**src/verilog/qsmpi_defines.vh**
```
// Purpose: shared constants of the serial memory pin front end
// Assumes: included by the pin front end and its buffer
// Notes: lane numbers follow the dual-purpose pin order
`ifndef QSMPI_DEFINES_VH
`define QSMPI_DEFINES_VH

`define QSMPI_BYTE_W 8
`define QSMPI_LANES 4
`define QSMPI_LANE_SI 0
`define QSMPI_LANE_SO 1
`define QSMPI_LANE_WP 2
`define QSMPI_LANE_HOLD 3
`define QSMPI_CNT_W 3
`define QSMPI_SINGLE_LAST 3'h7
`define QSMPI_QUAD_LAST 3'h1
`define QSMPI_CNT_ZERO 3'h0
`define QSMPI_CNT_ONE 3'h1
`define QSMPI_SCK_MAX_MHZ 104
`define QSMPI_REF_MHZ 25
`define QSMPI_IDLE_FILL 8'hFF

`endif

```
**src/verilog/qsmpi_buf2.v**
```verilog
// Purpose: two-entry buffer with valid and ready on both sides
// Assumes: one clock, asynchronous active-high reset
// Notes: head word and valid come straight from flip-flops
`timescale 1ns/1ps
`include "qsmpi_defines.vh"

module qsmpi_buf2
(
    input wire ref_clk,
    input wire sys_rst,
    input wire [`QSMPI_BYTE_W-1:0] in_data,
    input wire in_valid,
    output wire in_ready,
    output reg [`QSMPI_BYTE_W-1:0] out_data,
    output reg out_valid,
    input wire out_ready
);

reg [`QSMPI_BYTE_W-1:0] tail_r;
reg tail_v_r;
wire push;
wire pop;

assign in_ready = ~tail_v_r;
assign push = in_valid & ~tail_v_r;
assign pop = out_valid & out_ready;

always @(posedge ref_clk or posedge sys_rst)
begin
    if (sys_rst)
    begin
        out_data <= {`QSMPI_BYTE_W{1'b0}};
        out_valid <= 1'b0;
        tail_r <= {`QSMPI_BYTE_W{1'b0}};
        tail_v_r <= 1'b0;
    end
    else if (pop)
    begin
        if (tail_v_r)
        begin
            out_data <= tail_r;
            out_valid <= 1'b1;
            tail_v_r <= 1'b0;
        end
        else
        begin
            if (push)
                out_data <= in_data;
            out_valid <= push;
        end
    end
    else if (push)
    begin
        if (!out_valid)
        begin
            out_data <= in_data;
            out_valid <= 1'b1;
        end
        else
        begin
            tail_r <= in_data;
            tail_v_r <= 1'b1;
        end
    end
end

endmodule

```
**src/verilog/qsmpi_pins.v**
```verilog
// Purpose: pin-level front end of a serial memory, single and quad lanes
// Assumes: serial clock is far slower than ref_clk; all pins pass two flip-flops
// Notes: lane 0..3 share the input, output, protect and pause pins
`timescale 1ns/1ps
`include "qsmpi_defines.vh"

// Behaviour
// - Respond only while chip select low; standby otherwise
// - Single lane: drive output only during reads
// - Single lane: output changes on falling clock edges
// - Single lane: sample input on rising edges only
// - Quad: four bidirectional lanes, rise in, fall out
// - Single lane: protect low refuses status writes
// - Accept clock idling low or idling high
// - Fully static; clock may stop anytime
// - Serial clock at most 104 MHz; here pin sampling needs each sck phase to span three ref cycles
// - Single lane: pause low suspends, not aborts
// - Single lane: pause low ignores chip select and clock
module qsmpi_pins
(
    input wire ref_clk,
    input wire sys_rst,
    input wire cs_n_pin,
    input wire sck_pin,
    input wire [`QSMPI_LANES-1:0] io_i,
    output reg [`QSMPI_LANES-1:0] io_o,
    output reg [`QSMPI_LANES-1:0] io_oe,
    input wire quad_mode,
    input wire read_active,
    output wire [`QSMPI_BYTE_W-1:0] rx_data,
    output wire rx_valid,
    input wire rx_ready,
    input wire [`QSMPI_BYTE_W-1:0] tx_data,
    input wire tx_valid,
    output reg tx_ready,
    output reg selected_r,
    output reg standby_r,
    output reg paused_r,
    output reg sr_write_block_r,
    output reg rx_overrun_r,
    output reg tx_underrun_r
);

reg [`QSMPI_LANES+1:0] sync1_r;
reg [`QSMPI_LANES+1:0] sync2_r;
reg sck_d_r;
reg [`QSMPI_BYTE_W-1:0] rx_sh_r;
reg [`QSMPI_CNT_W-1:0] rx_cnt_r;
reg [`QSMPI_BYTE_W-1:0] rx_word_r;
reg rx_push_r;
reg [`QSMPI_BYTE_W-1:0] tx_sh_r;
reg [`QSMPI_CNT_W-1:0] tx_cnt_r;
reg [`QSMPI_BYTE_W-1:0] tx_hold_r;
reg tx_full_r;
reg tx_full_nxt;
reg [`QSMPI_BYTE_W-1:0] tx_word;
reg tx_load;

wire cs_n_s;
wire sck_s;
wire [`QSMPI_LANES-1:0] io_s;
wire pause_s;
wire sck_rise;
wire sck_fall;
wire act;
wire rx_in_ready;
wire take;

// Both stages of every pin synchroniser; only the second is read by logic
always @(posedge ref_clk or posedge sys_rst)
begin
    if (sys_rst)
    begin
        sync1_r <= {(`QSMPI_LANES+2){1'b1}};
        sync2_r <= {(`QSMPI_LANES+2){1'b1}};
    end
    else
    begin
        // Pin sampling caps sck: each phase must span three ref cycles, far below the pin limit
        sync1_r <= {cs_n_pin, sck_pin, io_i};
        sync2_r <= sync1_r;
    end
end

assign cs_n_s = sync2_r[`QSMPI_LANES+1];
assign sck_s = sync2_r[`QSMPI_LANES];
assign io_s = sync2_r[`QSMPI_LANES-1:0];
// In quad mode the pause pin is data lane 3 and never pauses
assign pause_s = ~quad_mode & ~io_s[`QSMPI_LANE_HOLD];
// Edges only count while selected and not paused; any idle level works
assign sck_rise = sck_s & ~sck_d_r & act & ~pause_s;
assign sck_fall = ~sck_s & sck_d_r & act & ~pause_s;
assign act = selected_r;
assign take = tx_valid & tx_ready;

// Select follows the pin except while paused; all progress is held in flops
always @(posedge ref_clk or posedge sys_rst)
begin
    if (sys_rst)
    begin
        sck_d_r <= 1'b1;
        selected_r <= 1'b0;
        standby_r <= 1'b1;
        paused_r <= 1'b0;
        sr_write_block_r <= 1'b0;
    end
    else
    begin
        // Edge history tracks the pin even when paused, so no stale edge fires on resume
        sck_d_r <= sck_s;
        if (!pause_s)
        begin
            selected_r <= ~cs_n_s;
            standby_r <= cs_n_s;
        end
        paused_r <= pause_s & selected_r;
        sr_write_block_r <= ~quad_mode & ~io_s[`QSMPI_LANE_WP];
    end
end

// Receive: one bit or one nibble per rising edge, MSB first
always @(posedge ref_clk or posedge sys_rst)
begin
    if (sys_rst)
    begin
        rx_sh_r <= {`QSMPI_BYTE_W{1'b0}};
        rx_cnt_r <= `QSMPI_CNT_ZERO;
        rx_word_r <= {`QSMPI_BYTE_W{1'b0}};
        rx_push_r <= 1'b0;
        rx_overrun_r <= 1'b0;
    end
    else
    begin
        if (rx_push_r && rx_in_ready)
            rx_push_r <= 1'b0;
        if (!act && !pause_s)
            rx_cnt_r <= `QSMPI_CNT_ZERO;
        else if (sck_rise && !(quad_mode && read_active))
        begin
            if (!quad_mode)
            begin
                rx_sh_r <= {rx_sh_r[`QSMPI_BYTE_W-2:0], io_s[`QSMPI_LANE_SI]};
                rx_cnt_r <= rx_cnt_r + `QSMPI_CNT_ONE;
                if (rx_cnt_r == `QSMPI_SINGLE_LAST)
                begin
                    rx_word_r <= {rx_sh_r[`QSMPI_BYTE_W-2:0], io_s[`QSMPI_LANE_SI]};
                    rx_push_r <= 1'b1;
                    rx_overrun_r <= rx_overrun_r | (rx_push_r & ~rx_in_ready);
                end
            end
            else
            begin
                rx_sh_r <= {rx_sh_r[`QSMPI_LANES-1:0], io_s};
                if (rx_cnt_r == `QSMPI_QUAD_LAST)
                begin
                    rx_cnt_r <= `QSMPI_CNT_ZERO;
                    rx_word_r <= {rx_sh_r[`QSMPI_LANES-1:0], io_s};
                    rx_push_r <= 1'b1;
                    rx_overrun_r <= rx_overrun_r | (rx_push_r & ~rx_in_ready);
                end
                else
                    rx_cnt_r <= rx_cnt_r + `QSMPI_CNT_ONE;
            end
        end
    end
end

// Buffer absorbs a receiver stall of up to two words; the link itself cannot stall
qsmpi_buf2 u_rx_buf
(
    .ref_clk(ref_clk),
    .sys_rst(sys_rst),
    .in_data(rx_word_r),
    .in_valid(rx_push_r),
    .in_ready(rx_in_ready),
    .out_data(rx_data),
    .out_valid(rx_valid),
    .out_ready(rx_ready)
);

// Transmit byte selection: prefetched byte, else fill with ones
always @*
begin
    tx_load = sck_fall & read_active & (tx_cnt_r == `QSMPI_CNT_ZERO);
    tx_word = tx_full_r ? tx_hold_r : `QSMPI_IDLE_FILL;
    tx_full_nxt = tx_full_r;
    if (tx_load)
        tx_full_nxt = 1'b0;
    if (take)
        tx_full_nxt = 1'b1;
end

always @(posedge ref_clk or posedge sys_rst)
begin
    if (sys_rst)
    begin
        tx_hold_r <= {`QSMPI_BYTE_W{1'b0}};
        tx_full_r <= 1'b0;
        tx_ready <= 1'b0;
        tx_sh_r <= {`QSMPI_BYTE_W{1'b0}};
        tx_cnt_r <= `QSMPI_CNT_ZERO;
        tx_underrun_r <= 1'b0;
        io_o <= {`QSMPI_LANES{1'b0}};
        io_oe <= {`QSMPI_LANES{1'b0}};
    end
    else
    begin
        if (take)
            tx_hold_r <= tx_data;
        tx_full_r <= tx_full_nxt;
        tx_ready <= ~tx_full_nxt & ~take;
        if (!act && !pause_s)
            tx_cnt_r <= `QSMPI_CNT_ZERO;
        else if (sck_fall && read_active)
        begin
            // Output changes only here, on a falling serial clock edge
            if (tx_load)
            begin
                tx_underrun_r <= tx_underrun_r | ~tx_full_r;
                if (!quad_mode)
                begin
                    io_o[`QSMPI_LANE_SO] <= tx_word[`QSMPI_BYTE_W-1];
                    tx_sh_r <= {tx_word[`QSMPI_BYTE_W-2:0], 1'b0};
                    tx_cnt_r <= `QSMPI_SINGLE_LAST;
                end
                else
                begin
                    io_o <= tx_word[`QSMPI_BYTE_W-1:`QSMPI_LANES];
                    tx_sh_r <= {tx_word[`QSMPI_LANES-1:0], {`QSMPI_LANES{1'b0}}};
                    tx_cnt_r <= `QSMPI_QUAD_LAST;
                end
            end
            else
            begin
                if (!quad_mode)
                begin
                    io_o[`QSMPI_LANE_SO] <= tx_sh_r[`QSMPI_BYTE_W-1];
                    tx_sh_r <= {tx_sh_r[`QSMPI_BYTE_W-2:0], 1'b0};
                end
                else
                begin
                    io_o <= tx_sh_r[`QSMPI_BYTE_W-1:`QSMPI_LANES];
                    tx_sh_r <= {tx_sh_r[`QSMPI_LANES-1:0], {`QSMPI_LANES{1'b0}}};
                end
                tx_cnt_r <= tx_cnt_r - `QSMPI_CNT_ONE;
            end
        end
        // Single lane drives only the output pin, never while paused or deselected
        io_oe[`QSMPI_LANE_SO] <= act & read_active & ~pause_s;
        io_oe[`QSMPI_LANE_SI] <= act & read_active & quad_mode;
        io_oe[`QSMPI_LANE_WP] <= act & read_active & quad_mode;
        io_oe[`QSMPI_LANE_HOLD] <= act & read_active & quad_mode;
    end
end

endmodule

```
**config.mk**
```make
export PLATFORM = sky130hd
export DESIGN_NAME = qsmpi_pins
export DESIGN_NICKNAME = d
export VERILOG_FILES = /design/src/verilog/qsmpi_buf2.v /design/src/verilog/qsmpi_pins.v
export VERILOG_INCLUDE_DIRS = /design/src /design/src/verilog
export SDC_FILE = /design/constraint.sdc
export NUM_CORES = 1
export LEC_CHECK = 0
export ABC_AREA = 1
export CORE_ASPECT_RATIO = 0.8
export CORE_MARGIN = 5
export CORE_UTILIZATION = 35
export CTS_CLUSTER_SIZE = 30
export DETAILED_ROUTE_END_ITERATION = 7
export DONT_BUFFER_PORTS = 1
export GPL_TIMING_DRIVEN = 0
export PLACE_DENSITY_LB_ADDON = 0.1
export SLEW_MARGIN = 20
export SYNTH_ARGS = -nofsm -noshare
export SYNTH_HDL_FRONTEND = slang
export SYNTH_HIERARCHICAL = 1
export SYNTH_SLANG_ARGS = --single-unit
```
**constraint.sdc**
```tcl
create_clock -name ref_clk -period 4.35 [get_ports ref_clk]
set_input_delay 0.87 -clock ref_clk [delete_from_list [all_inputs] [get_ports ref_clk]]
set_output_delay 0.87 -clock ref_clk [all_outputs]
set_load 0.03 [all_outputs]
```
==> reports/qor.csv, run 1 <==
stage;metric;value;unit
clocking;cts-root-buf;clkbuf_16;
grt;grt_max_degree;55;
sta;setup_viol;0;
route;wire_per_inst;13.4;um
grt;antenna_found_initial;0;
grt;grt_usage;13.3;%
clocking;post-cts-setup-buffers;0;
hold_path;hold_path.class;input pin to async pin;
power_and_ir_drop;ir_drop;0.200;mV
place;hpwl;5600;um
clocking;numCtsBuffers;9;
synthesis;avgSynthCellArea;8.80;um^2
die;die_area;12900;um^2
layout;drive_gt1_share;14.9;%
power_and_ir_drop;power_density;505;nW/um^2
synthesis;synth_fp_nets;452;
route;drc;0;
synthesis;synth.distinct_cells;30;
clocking;clk_pin_slew_worst_paths;0.06;ns
layout;regArea;2070;um^2
sta;min_period;1.96;ns
critical_path;max_stage_delay;0.53;ns
critical_path;worst_setup_path_start_kind;flip-flop;
die;initial_utilization;36.3;%
status;status;complete, no violations;
critical_path;end_kind;primary output;
sta;rsz0062_at_grt;false;
synthesis;synth_cells;427;
route;viasPerCell;4.55;
clocking;holdBufCountCts;0;
sta;drv_slew;0;
route;wl;7820;um
critical_path;path_cells;buf_4;
grt;grt_pass1_vias;2703;
sta;finClkSkew;0.00659;ns
clocking;cts.sinks;82;
sta;clock.fmax;511;MHz
synthesis;synth_seq_cells;82;
run;drv_cap;0;
die;pin_count;44;
power_and_ir_drop;leakage;2.13;nW
synthesis;yosys_warnings;6;
route;dr.pass1.iters;4;
clocking;cts_resized;0;
grt;gr-total-overflow;0;
place;portBuffers;0;
critical_path;path_class;flip-flop to primary output;
synthesis;synth_area;3760;um^2
sta;hold_viol;0;
die;fp.coreArea;10400;um^2
place;globalplace.congestion;0.773;
clocking;tritoncts;yes;
layout;antenna_cells;0;
sta;timing.final.crit_share;45.0;%
layout;final_common_cell;nand2_1;
critical_path;cpMaxStageDelayCell;dfrtp_1;
clocking;htreeDepth;3;
layout;multiInputGateArea;1380;um^2
route;drtIter0Drc;193;
die;placementRows;33;
clocking;clock_path_buffers;2;
critical_path;cp_num_buf_inv;1;
sta;fin_setup_tns;0;ns
die;die_y;103;um
layout;layout_common_cells;158 x nand2_1, 68 x dfrtp_1, 42 x inv_1;
sta;tightest_slew;0.696;ns
layout;area_delta_synth_final;13.7;%
grt;grt_pass1_wl;13700;um
critical_path;arrival;1.09;ns
power_and_ir_drop;finalPower;2.16;mW
critical_path;crit_family;flip-flops;
sta;slew_headroom;53.6;%
die;die-width;126;um
critical_path;required;3.48;ns
synthesis;yosysSeqAreaShare;55.1;%
route;vias;2657;
layout;nets;464;
layout;n_fill_cell;1066;
route;drtAntennaViolNets;0;
clocking;insertion_delay;0.33;ns
critical_path;crit_path_max_fanout;3;
cells in the mapped netlist (all sizes together):
| library cell | n | area, um^2 |
|---|---|---|
| dfrtp | 68 | 1700 |
| clkbuf | 3 | 11.3 |
| nand2 | 164 | 646 |
| o21a | 1 | 7.51 |
| o211ai | 2 | 15.0 |
| or2 | 1 | 6.26 |
| buf | 13 | 121 |
| inv | 46 | 173 |
| nor2 | 27 | 150 |
| o21bai | 2 | 18.8 |
| o21ai | 40 | 204 |
| dfstp | 14 | 368 |
| a21oi | 7 | 50.1 |
| ha | 5 | 62.6 |
| nand3 | 22 | 148 |
| nand4 | 12 | 75.1 |
logic make-up (layout without fill, tap and decap cells):
kind of cell    Yosys count  after routing  synth area share [%]
buf+inv                  62             79                  8.13
compound gates           52             52                  7.86
flops                    82             82                  55.1
simple gates            226            226                  27.3
fa+ha+maj                 5              5                  1.67
final timing paths:
kind                                   from                  to  slack [ns]  cells past startpoint
max in group asynchronous           sys_rst  u_rx_buf/tail_r[6]        3.37                      1
worst min-delay path                sys_rst        tx_hold_r[0]        0.32                      1
worst min register to register   sync1_r[2]          sync2_r[2]        0.35                      0
worst max register to register  tx_cnt_r[0]             io_o[0]        2.68                      7
worst max-delay path               io_oe[0]            io_oe[3]        2.39                      1
min in group ref_clk             sync1_r[2]          sync2_r[2]        0.35                      0
metal layers:
layer  global-route usage (%)  up-vias  wire length, um
li1                         -     1368                -
met1                     19.5     1237             4140
met2                     18.4       46             3210
met3                     4.71        6              407
met4                     4.37        0               72
met5                        0        -                0
state kept, by name (all words and copies together), names as in the netlist, 4 cells and up:
name	flops
rx_word_r	8
u_rx_buf/out_data	8
u_rx_buf/tail_r	8
tx_sh_r	7
rx_sh_r	7
io_o	4
tx_hold_r	8
sync2_r	6
sync1_r	6
per-stage QoR:
step	cell area, um^2	worst slack [ns]	instances	hold WS [ns]	utilization, %
2_1_floorplan	3760	1.91	427	0.345	-
3_3_place_gp	3930	1.05	567	0.346	37.9
3_5_place_dp	3960	2.36	568	0.347	38.2
4_1_cts	4270	2.37	584	0.310	41.2
5_1_grt	4270	2.35	584	0.312	41.2
6_report	4270	2.39	584	0.317	41.2
power by group:
group / leakage [nW] / total [mW] / switching, mW / internal (mW)
sequential: 1.05 / 1.03 / 0.139 / 0.895
combinational: 0.934 / 0.348 / 0.226 / 0.121
clock: 0.153 / 0.775 / 0.284 / 0.491
layout make-up:
class                   count  share of cell area [%]
flip-flops and latches     82                    48.4
clock inverters             2                   0.820
multi-input cells         283                    32.4
plain buffers              16                    3.10
inverters                  46                    4.10
well taps                 140                    4.10
repair buffers              1                   0.644
clock buffers              14                    6.41
(Power assumes the default switching activity.)
==> run 2: changes to the inputs <==
==> constraint.sdc (replaced) <==
create_clock -name ref_clk -period 1.8 [get_ports ref_clk]
set_input_delay 0.36 -clock ref_clk [delete_from_list [all_inputs] [get_ports ref_clk]]
set_output_delay 0.36 -clock ref_clk [all_outputs]
set_load 0.03 [all_outputs]
==> reports/qor.csv, run 2 (same netlist as run 1, synthesis figures left out) <==
stage;metric;value;unit;change
layout;fin_area;4290;um^2;+0.44%
critical_path;path_class;flip-flop to flip-flop;;
die;initial_utilization;36.3;%;unchanged
power_and_ir_drop;p_int;3.58;mW;+140%
layout;drive_gt1_share;15.5;%;+0.61 points
grt;grt_pass1_wl;13600;um;-0.75%
layout;nets;466;;+0.43%
grt;grt_max_degree;34;;-38%
critical_path;end_kind;flip-flop;;
hold_path;hold_path.class;input pin to async pin;;
die;pin_count;44;;unchanged
route;drtIter0Drc;169;;-12%
clocking;cts-root-buf;clkbuf_16;;
critical_path;r2r-start;selected_r;;
die;die-width;126;um;unchanged
die;die_area;12900;um^2;unchanged
grt;grt_usage;13.1;%;-0.20 points
layout;layout_common_cells;158 x nand2_1, 68 x dfrtp_1, 42 x inv_1;;
sta;fin_setup_tns;0;ns;unchanged
grt;grt_pass1_vias;2702;;-0.037%
route;drc;0;;unchanged
power_and_ir_drop;pwr-share-comb;16.4;%;+0.3 points
critical_path;worst_setup_path_start_kind;flip-flop;;
grt;gr-total-overflow;0;;unchanged
critical_path;r2r_slack;0.20;ns;-2.48 ns
clocking;numCtsBuffers;9;;unchanged
sta;tightest_slew;0.698;ns;+0.00208 ns
route;dr.pass1.iters;4;;unchanged
place;globalplace.congestion;0.751;;-2.8%
sta;slew_headroom;53.4;%;-0.14 points
place;hpwl;5690;um;+1.7%
route;viasPerCell;4.50;;-1.1%
clocking;cts.sinks;82;;unchanged
sta;rsz0062_at_grt;false;;
power_and_ir_drop;ir_drop;0.544;mV;+170%
critical_path;ff2ff_path_depth;6;;-1
route;drtAntennaViolNets;0;;unchanged
critical_path;crit_path_start;selected_r;;
layout;antenna_cells;0;;unchanged
critical_path;required;2.02;ns;-1.46 ns
route;vias;2638;;-0.72%
place;portBuffers;0;;unchanged
sta;timing.final.crit_share;88.9;%;
critical_path;arrival;1.82;ns;+0.73 ns
status;status;complete, no violations;;
power_and_ir_drop;switching_share;30.5;%;+0.41 points
layout;area_delta_synth_final;14.2;%;
clocking;clk_pin_slew_worst_paths;0.06;ns;about the same
die;placementRows;33;;unchanged
sta;hold_viol;0;;unchanged
power_and_ir_drop;switchingPower;1.57;mW;+140%
clocking;clock_path_buffers;2;;unchanged
run;drv_cap;0;;unchanged
power_and_ir_drop;power_density;1200;nW/um^2;+140%
place;dp_cells;569;;+0.18%
die;fp.coreArea;10400;um^2;unchanged
clocking;tritoncts;yes;;
layout;final_common_cell;nand2_1;;
sta;finClkSkew;0.00695;ns;+0.000356 ns
power_and_ir_drop;leakage;2.14;nW;+0.36%
sta;min_period;1.60;ns;
layout;instances_no_fill;586;;+0.34%
sta;setup_viol;0;;unchanged
sta;clock.fmax;625;MHz;
place;post_dp_cell_area;3980;um^2;+0.35%
power_and_ir_drop;finalPower;5.16;mW;+140%
critical_path;crit_path_max_fanout;10;;+7
route;wire_per_inst;13.4;um;-0.30%
sta;drv_slew;0;;unchanged
power_and_ir_drop;seqPwrFrac;48.5;%;+0.6 points
clocking;insertion_delay;0.33;ns;about the same
route;wl;7830;um;about the same
die;die_y;103;um;unchanged
grt;antenna_found_initial;0;;unchanged
power_and_ir_drop;clkPwrFrac;35.1;%;-0.8 points
clocking;htreeDepth;3;;unchanged
[run 2: cell types whose count changed in the layout (fill, tap and decap cells not counted), sizes merged]
cell,change
inv,-1
buf,+1
dlygate4sd3,+1
bufinv,-1
clkinvlp,+1
clkbuf,+1
[run 2: per-stage QoR]
step / util [%] / setup WS, ns / hold slack, ns
3_5_place_dp: 38.4 / 0.122 / 0.114
6_report: 41.4 / 0.199 / 0.0248
2_1_floorplan: - / 0.376 / 0.299
4_1_cts: 41.4 / 0.111 / 0.0129
3_3_place_gp: 38.0 / 0.114 / 0.346
5_1_grt: 41.4 / 0.0365 / 0.00126
[run 2: final timing paths]
path                                      end
hold reg to reg                    sync2_r[2]
max in group asynchronous          sync2_r[0]
min in group ref_clk               sync1_r[3]
setup / recovery                 rx_word_r[1]
hold / removal             u_rx_buf/tail_r[7]
setup reg to reg                 rx_word_r[1]
[run 2: layout make-up]
cell class | instances | area [um^2]
clock inverter | 1 | 5.00
multi-input combinational | 283 | 1380
fill | 1068 | 6070
inverter | 46 | 176
tap | 140 | 175
clock buffer | 15 | 298
buffer | 16 | 134
sequential | 82 | 2070
timing repair buffer | 3 | 50.0
[run 2: what timing repair did]
action | CTS | global route
setup buffers | 0 | 0
hold endpoints to repair | 31 | 0
hold buffers | 1 | 0
resized for setup | 0 | 2
endpoints found under the setup margin | 0 | 5
[run 2: power groups by stage]
stage	clock (mW)	combinational [mW]	sequential (mW)
floorplan	0	0.664	2.47
global placement	0	0.829	2.53
detailed placement	0	0.855	2.53
CTS	1.86	0.860	2.51
global route	1.95	1.00	2.54
finish	1.81	0.848	2.50
[run 2: layer usage]
metal / vias to the layer above / global-route usage, % / share of wire, %
li1: 1362 / - / -
met4: 0 / 3.71 / 1.0
met3: 9 / 4.61 / 5.3
met5: - / 0 / 0
met2: 45 / 18.7 / 41
met1: 1222 / 19.1 / 52
[run 2: worst max-delay path, cell delays in order, from the launching register on]
cell and delay, ns:
dfrtp_1 0.63, nand3_1 0.24, nor2_4 0.25, nand2_2 0.09, buf_6 0.16, nand2_1 0.06
nand2_1 0.05
==> run 3: changes to the inputs <==
--- a/config.mk
+++ b/config.mk
@@ -6,7 +6,6 @@
 export SDC_FILE = /design/constraint.sdc
 export NUM_CORES = 1
 export LEC_CHECK = 0
-export ABC_AREA = 1
 export CORE_ASPECT_RATIO = 0.8
 export CORE_MARGIN = 5
 export CORE_UTILIZATION = 35
==> reports/qor.csv, run 3 <==
stage;metric;value;unit;change
status;status;finished, violations left;;
status;violations;negative setup slack;;
synthesis;synth_area;3710;um^2;-1.2%
clocking;numCtsBuffers;9;;unchanged
sta;rsz0062_at_grt;true;;
sta;timing.final.crit_share;101;%;+12 points
route;drc;0;;unchanged
power_and_ir_drop;pwr-share-comb;17.5;%;+1.1 points
route;vias;2262;;-14%
synthesis;synth_top_area_share;45.8;%;+0.55 points
route;met2_length;3160;um;-2.3%
sta;tightest_slew;0.719;ns;+0.0216 ns
clocking;tritoncts;yes;;
critical_path;arrival;2.03;ns;+0.21 ns
synthesis;synth_fp_nets;311;;-31%
critical_path;crit_family;flip-flops;;
clocking;cts-root-buf;clkbuf_16;;
power_and_ir_drop;switching_share;30.6;%;+0.061 points
synthesis;synth-edff-count;0;;unchanged
critical_path;path_cells;ha_1, ha_1, nand2b_1, a2111oi_4, buf_12, mux2_2;;
place;dp_slack;-0.333;ns;-0.455 ns
place;globalplace.congestion;0.800;;+6.5%
clocking;htreeDepth;3;;unchanged
critical_path;reg2reg_to;rx_word_r[3];;
sta;finClkSkew;0.00496;ns;-0.00199 ns
sta;hold_viol;0;;unchanged
critical_path;r2r-start;rx_cnt_r[0];;
critical_path;cp_num_buf_inv;1;;unchanged
power_and_ir_drop;power_density;1260;nW/um^2;+4.5%
die;pin_count;44;;unchanged
synthesis;yosys_warnings;6;;unchanged
grt;grt_usage;13.1;%;-0.039 points
synthesis;synth_most_common_cell;dfrtp_1;;
synthesis;yosysTopAreaCell;dfrtp_1;;
hold_path;hold_path.class;input pin to flip-flop;;
layout;drive_gt1_share;37.8;%;+22 points
clocking;cts.sinks;82;;unchanged
layout;fin_util;41.8;%;+0.41 points
synthesis;synthArstFlopShare;100;%;unchanged
critical_path;crit_path_start;rx_cnt_r[0];;
synthesis;synth_area_leaders;dfrtp_1 46%, mux2_2 12%, dfstp_2 9.9%;;
synthesis;yosysSeqAreaShare;55.7;%;+0.67 points
critical_path;max_stage_delay;0.42;ns;-0.21 ns
die;die_area;12800;um^2;-1.1%
critical_path;required;2.02;ns;about the same
route;dr.pass1.iters;4;;unchanged
critical_path;crit_path_max_fanout;9;;-1
sta;clock.fmax;552;MHz;-12%
layout;area_delta_synth_final;16.2;%;
place;post_dp_cell_area;3940;um^2;-0.94%
layout;fin_area;4320;um^2;+0.58%
sta;min_period;1.81;ns;+0.211 ns
sta;slew_headroom;52.0;%;-1.4 points
clocking;clk_pin_slew_worst_paths;0.06;ns;about the same
place;hpwl;5570;um;-2.2%
grt;grt_max_degree;29;;-15%
grt;gr-total-overflow;0;;unchanged
die;initial_utilization;36.0;%;-0.29 points
place;portBuffers;0;;unchanged
power_and_ir_drop;leakage;1.86;nW;-13%
critical_path;crit_end;rx_word_r[3];;
die;fp.coreArea;10300;um^2;-0.40%
synthesis;synth_cells;286;;-33%
layout;final_common_cell;dfrtp_1;;
route;viasPerCell;5.06;;+12%
synthesis;avgSynthCellArea;13.0;um^2;+48%
power_and_ir_drop;p_int;3.76;mW;+5.0%
critical_path;r2r_slack;-0.01;ns;-0.21 ns
sta;setup_viol;7;;+7
critical_path;ff2ff_path_depth;6;;unchanged
layout;n_fill_cell;1004;;-6.0%
clocking;insertion_delay;0.33;ns;about the same
run;drv_cap;0;;unchanged
critical_path;cpMostUsedCell;ha_1;;
power_and_ir_drop;clkPwrFrac;31.1;%;-4.0 points
route;route.met3.wl;284;um;-32%
clocking;clock_path_buffers;2;;unchanged
route;drt-met1-wl;4180;um;+2.0%
layout;layout_common_cells;67 x dfrtp_1, 39 x mux2_2, 23 x o21ai_0;;
synthesis;synth_seq_cells;82;;unchanged
critical_path;path_class;flip-flop to flip-flop;;
grt;grt_pass1_vias;2314;;-14%
die;die-width;125;um;-0.55%
synthesis;synthFlopType;dfrtp_1;;
critical_path;worst_setup_path_start_kind;flip-flop;;
synthesis;synth.distinct_cells;50;;+67%
route;wire_per_inst;17.3;um;+30%
critical_path;worstSetupPathDepth;6;;unchanged
grt;grt_pass1_wl;13100;um;-3.9%
power_and_ir_drop;seqPwrFrac;51.4;%;+2.9 points
grt;antenna_found_initial;0;;unchanged
critical_path;cpMaxStageDelayCell;dfrtp_1;;
route;drtIter0Drc;123;;-27%
die;placementRows;33;;unchanged
power_and_ir_drop;switchingPower;1.66;mW;+5.3%
route;wl;7750;um;-0.97%
critical_path;end_kind;flip-flop;;
route;drtAntennaViolNets;0;;unchanged
route;routed.top_layer;met4;;
die;die_y;102;um;-0.54%
synthesis;synthTopCellsByCount;68 x dfrtp_1, 40 x mux2_2, 23 x o21ai_0;;
power_and_ir_drop;finalPower;5.42;mW;+5.1%
sta;whs;0.0218;ns;-0.00298 ns
layout;nets;328;;-30%
sta;drv_slew;0;;unchanged
power_and_ir_drop;ir_drop;0.576;mV;+5.9%
sta;setup_slack;-0.0117;ns;-0.211 ns
layout;antenna_cells;0;;unchanged
==> run 3: cell count changes after synthesis, moves of 8 or more <==
cell,delta
mux2_4,+8
nand4_1,-12
inv_1,-27
mux2_2,+40
o22ai_1,+8
o21ai_1,-10
nor2_1,-15
nand2_1,-146
nand3_1,-18
==> run 3: worst min-delay path by stage <==
stage,start,end,slack [ns],depth (start not counted)
final,io_i[2],sync1_r[2],0.02,0
after global routing,io_i[3],sync1_r[3],0.0004,0
after global placement,sync1_r[5],sync2_r[5],0.35,0
after CTS,sck_pin,sync1_r[4],0.005,0
after detailed placement,sys_rst,rx_word_r[6],0.28,1
after floorplan,sys_rst,u_rx_buf/out_data[0],0.30,1
==> run 3: layout make-up <==
type / count / area, um^2 / share of cell area, %
Clock inverter: 3 / 15.0 / 0.348
Sequential cell: 82 / 2070 / 48.0
Tap cell: 140 / 175 / 4.06
Timing Repair Buffer: 8 / 123 / 2.84
Buffer: 10 / 66.3 / 1.54
Clock buffer: 12 / 256 / 5.94
Inverter: 16 / 63.8 / 1.48
Multi-Input combinational cell: 176 / 1550 / 35.8
==> run 3: cell families (layout without fill, tap and decap cells) <==
family | Yosys count | count (layout) | synth area share, %
adder cells (fa/ha/maj) | 5 | 5 | 1.69
flip-flops | 82 | 82 | 55.7
AND/OR/NAND/NOR | 52 | 52 | 9.27
AO/OA/AOI/OAI | 67 | 67 | 13.3
buffers and inverters | 28 | 49 | 3.57
multiplexers | 52 | 52 | 16.4
==> run 3: through the flow <==
stage,std cells,setup TNS (ns)
2_1_floorplan,286,-0.152
3_3_place_gp,426,-4.49
3_5_place_dp,428,-4.80
4_1_cts,447,-0.00117
5_1_grt,447,-0.652
6_report,447,-0.0603
==> run 3: timing repair <==
item                                    CTS  global route
endpoints found under the hold margin    15             1
pin swaps                                 2             0
gates cloned                              0             0
hold buffers                              1             1
setup buffers                             4             0
resized for setup                         5             6
endpoints found under the setup margin   33            24
==> run 3: worst reg2reg max path: stages, from the launching register on <==
cell	delay, ns
dfrtp_1	0.42
ha_1	0.18
ha_1	0.14
nand2b_1	0.09
a2111oi_4	0.36
buf_12	0.18
mux2_2	0.33
==> run 3: power by group through the flow <==
stage | combinational (mW) | clock (mW) | sequential [mW]
2_1_floorplan | 0.776 | 0 | 2.69
3_3_place_gp | 0.914 | 0 | 2.82
3_5_place_dp | 0.931 | 0 | 2.82
4_1_cts | 0.953 | 1.75 | 2.79
5_1_grt | 1.06 | 1.83 | 2.84
6_report | 0.951 | 1.68 | 2.79
==> run 3: routing by layer <==
layer  global-route usage (%)  vias up
met5                        0        -
met2                     17.1       36
met4                     4.75        0
met1                     20.1     1134
met3                     4.08       10
li1                         -     1082
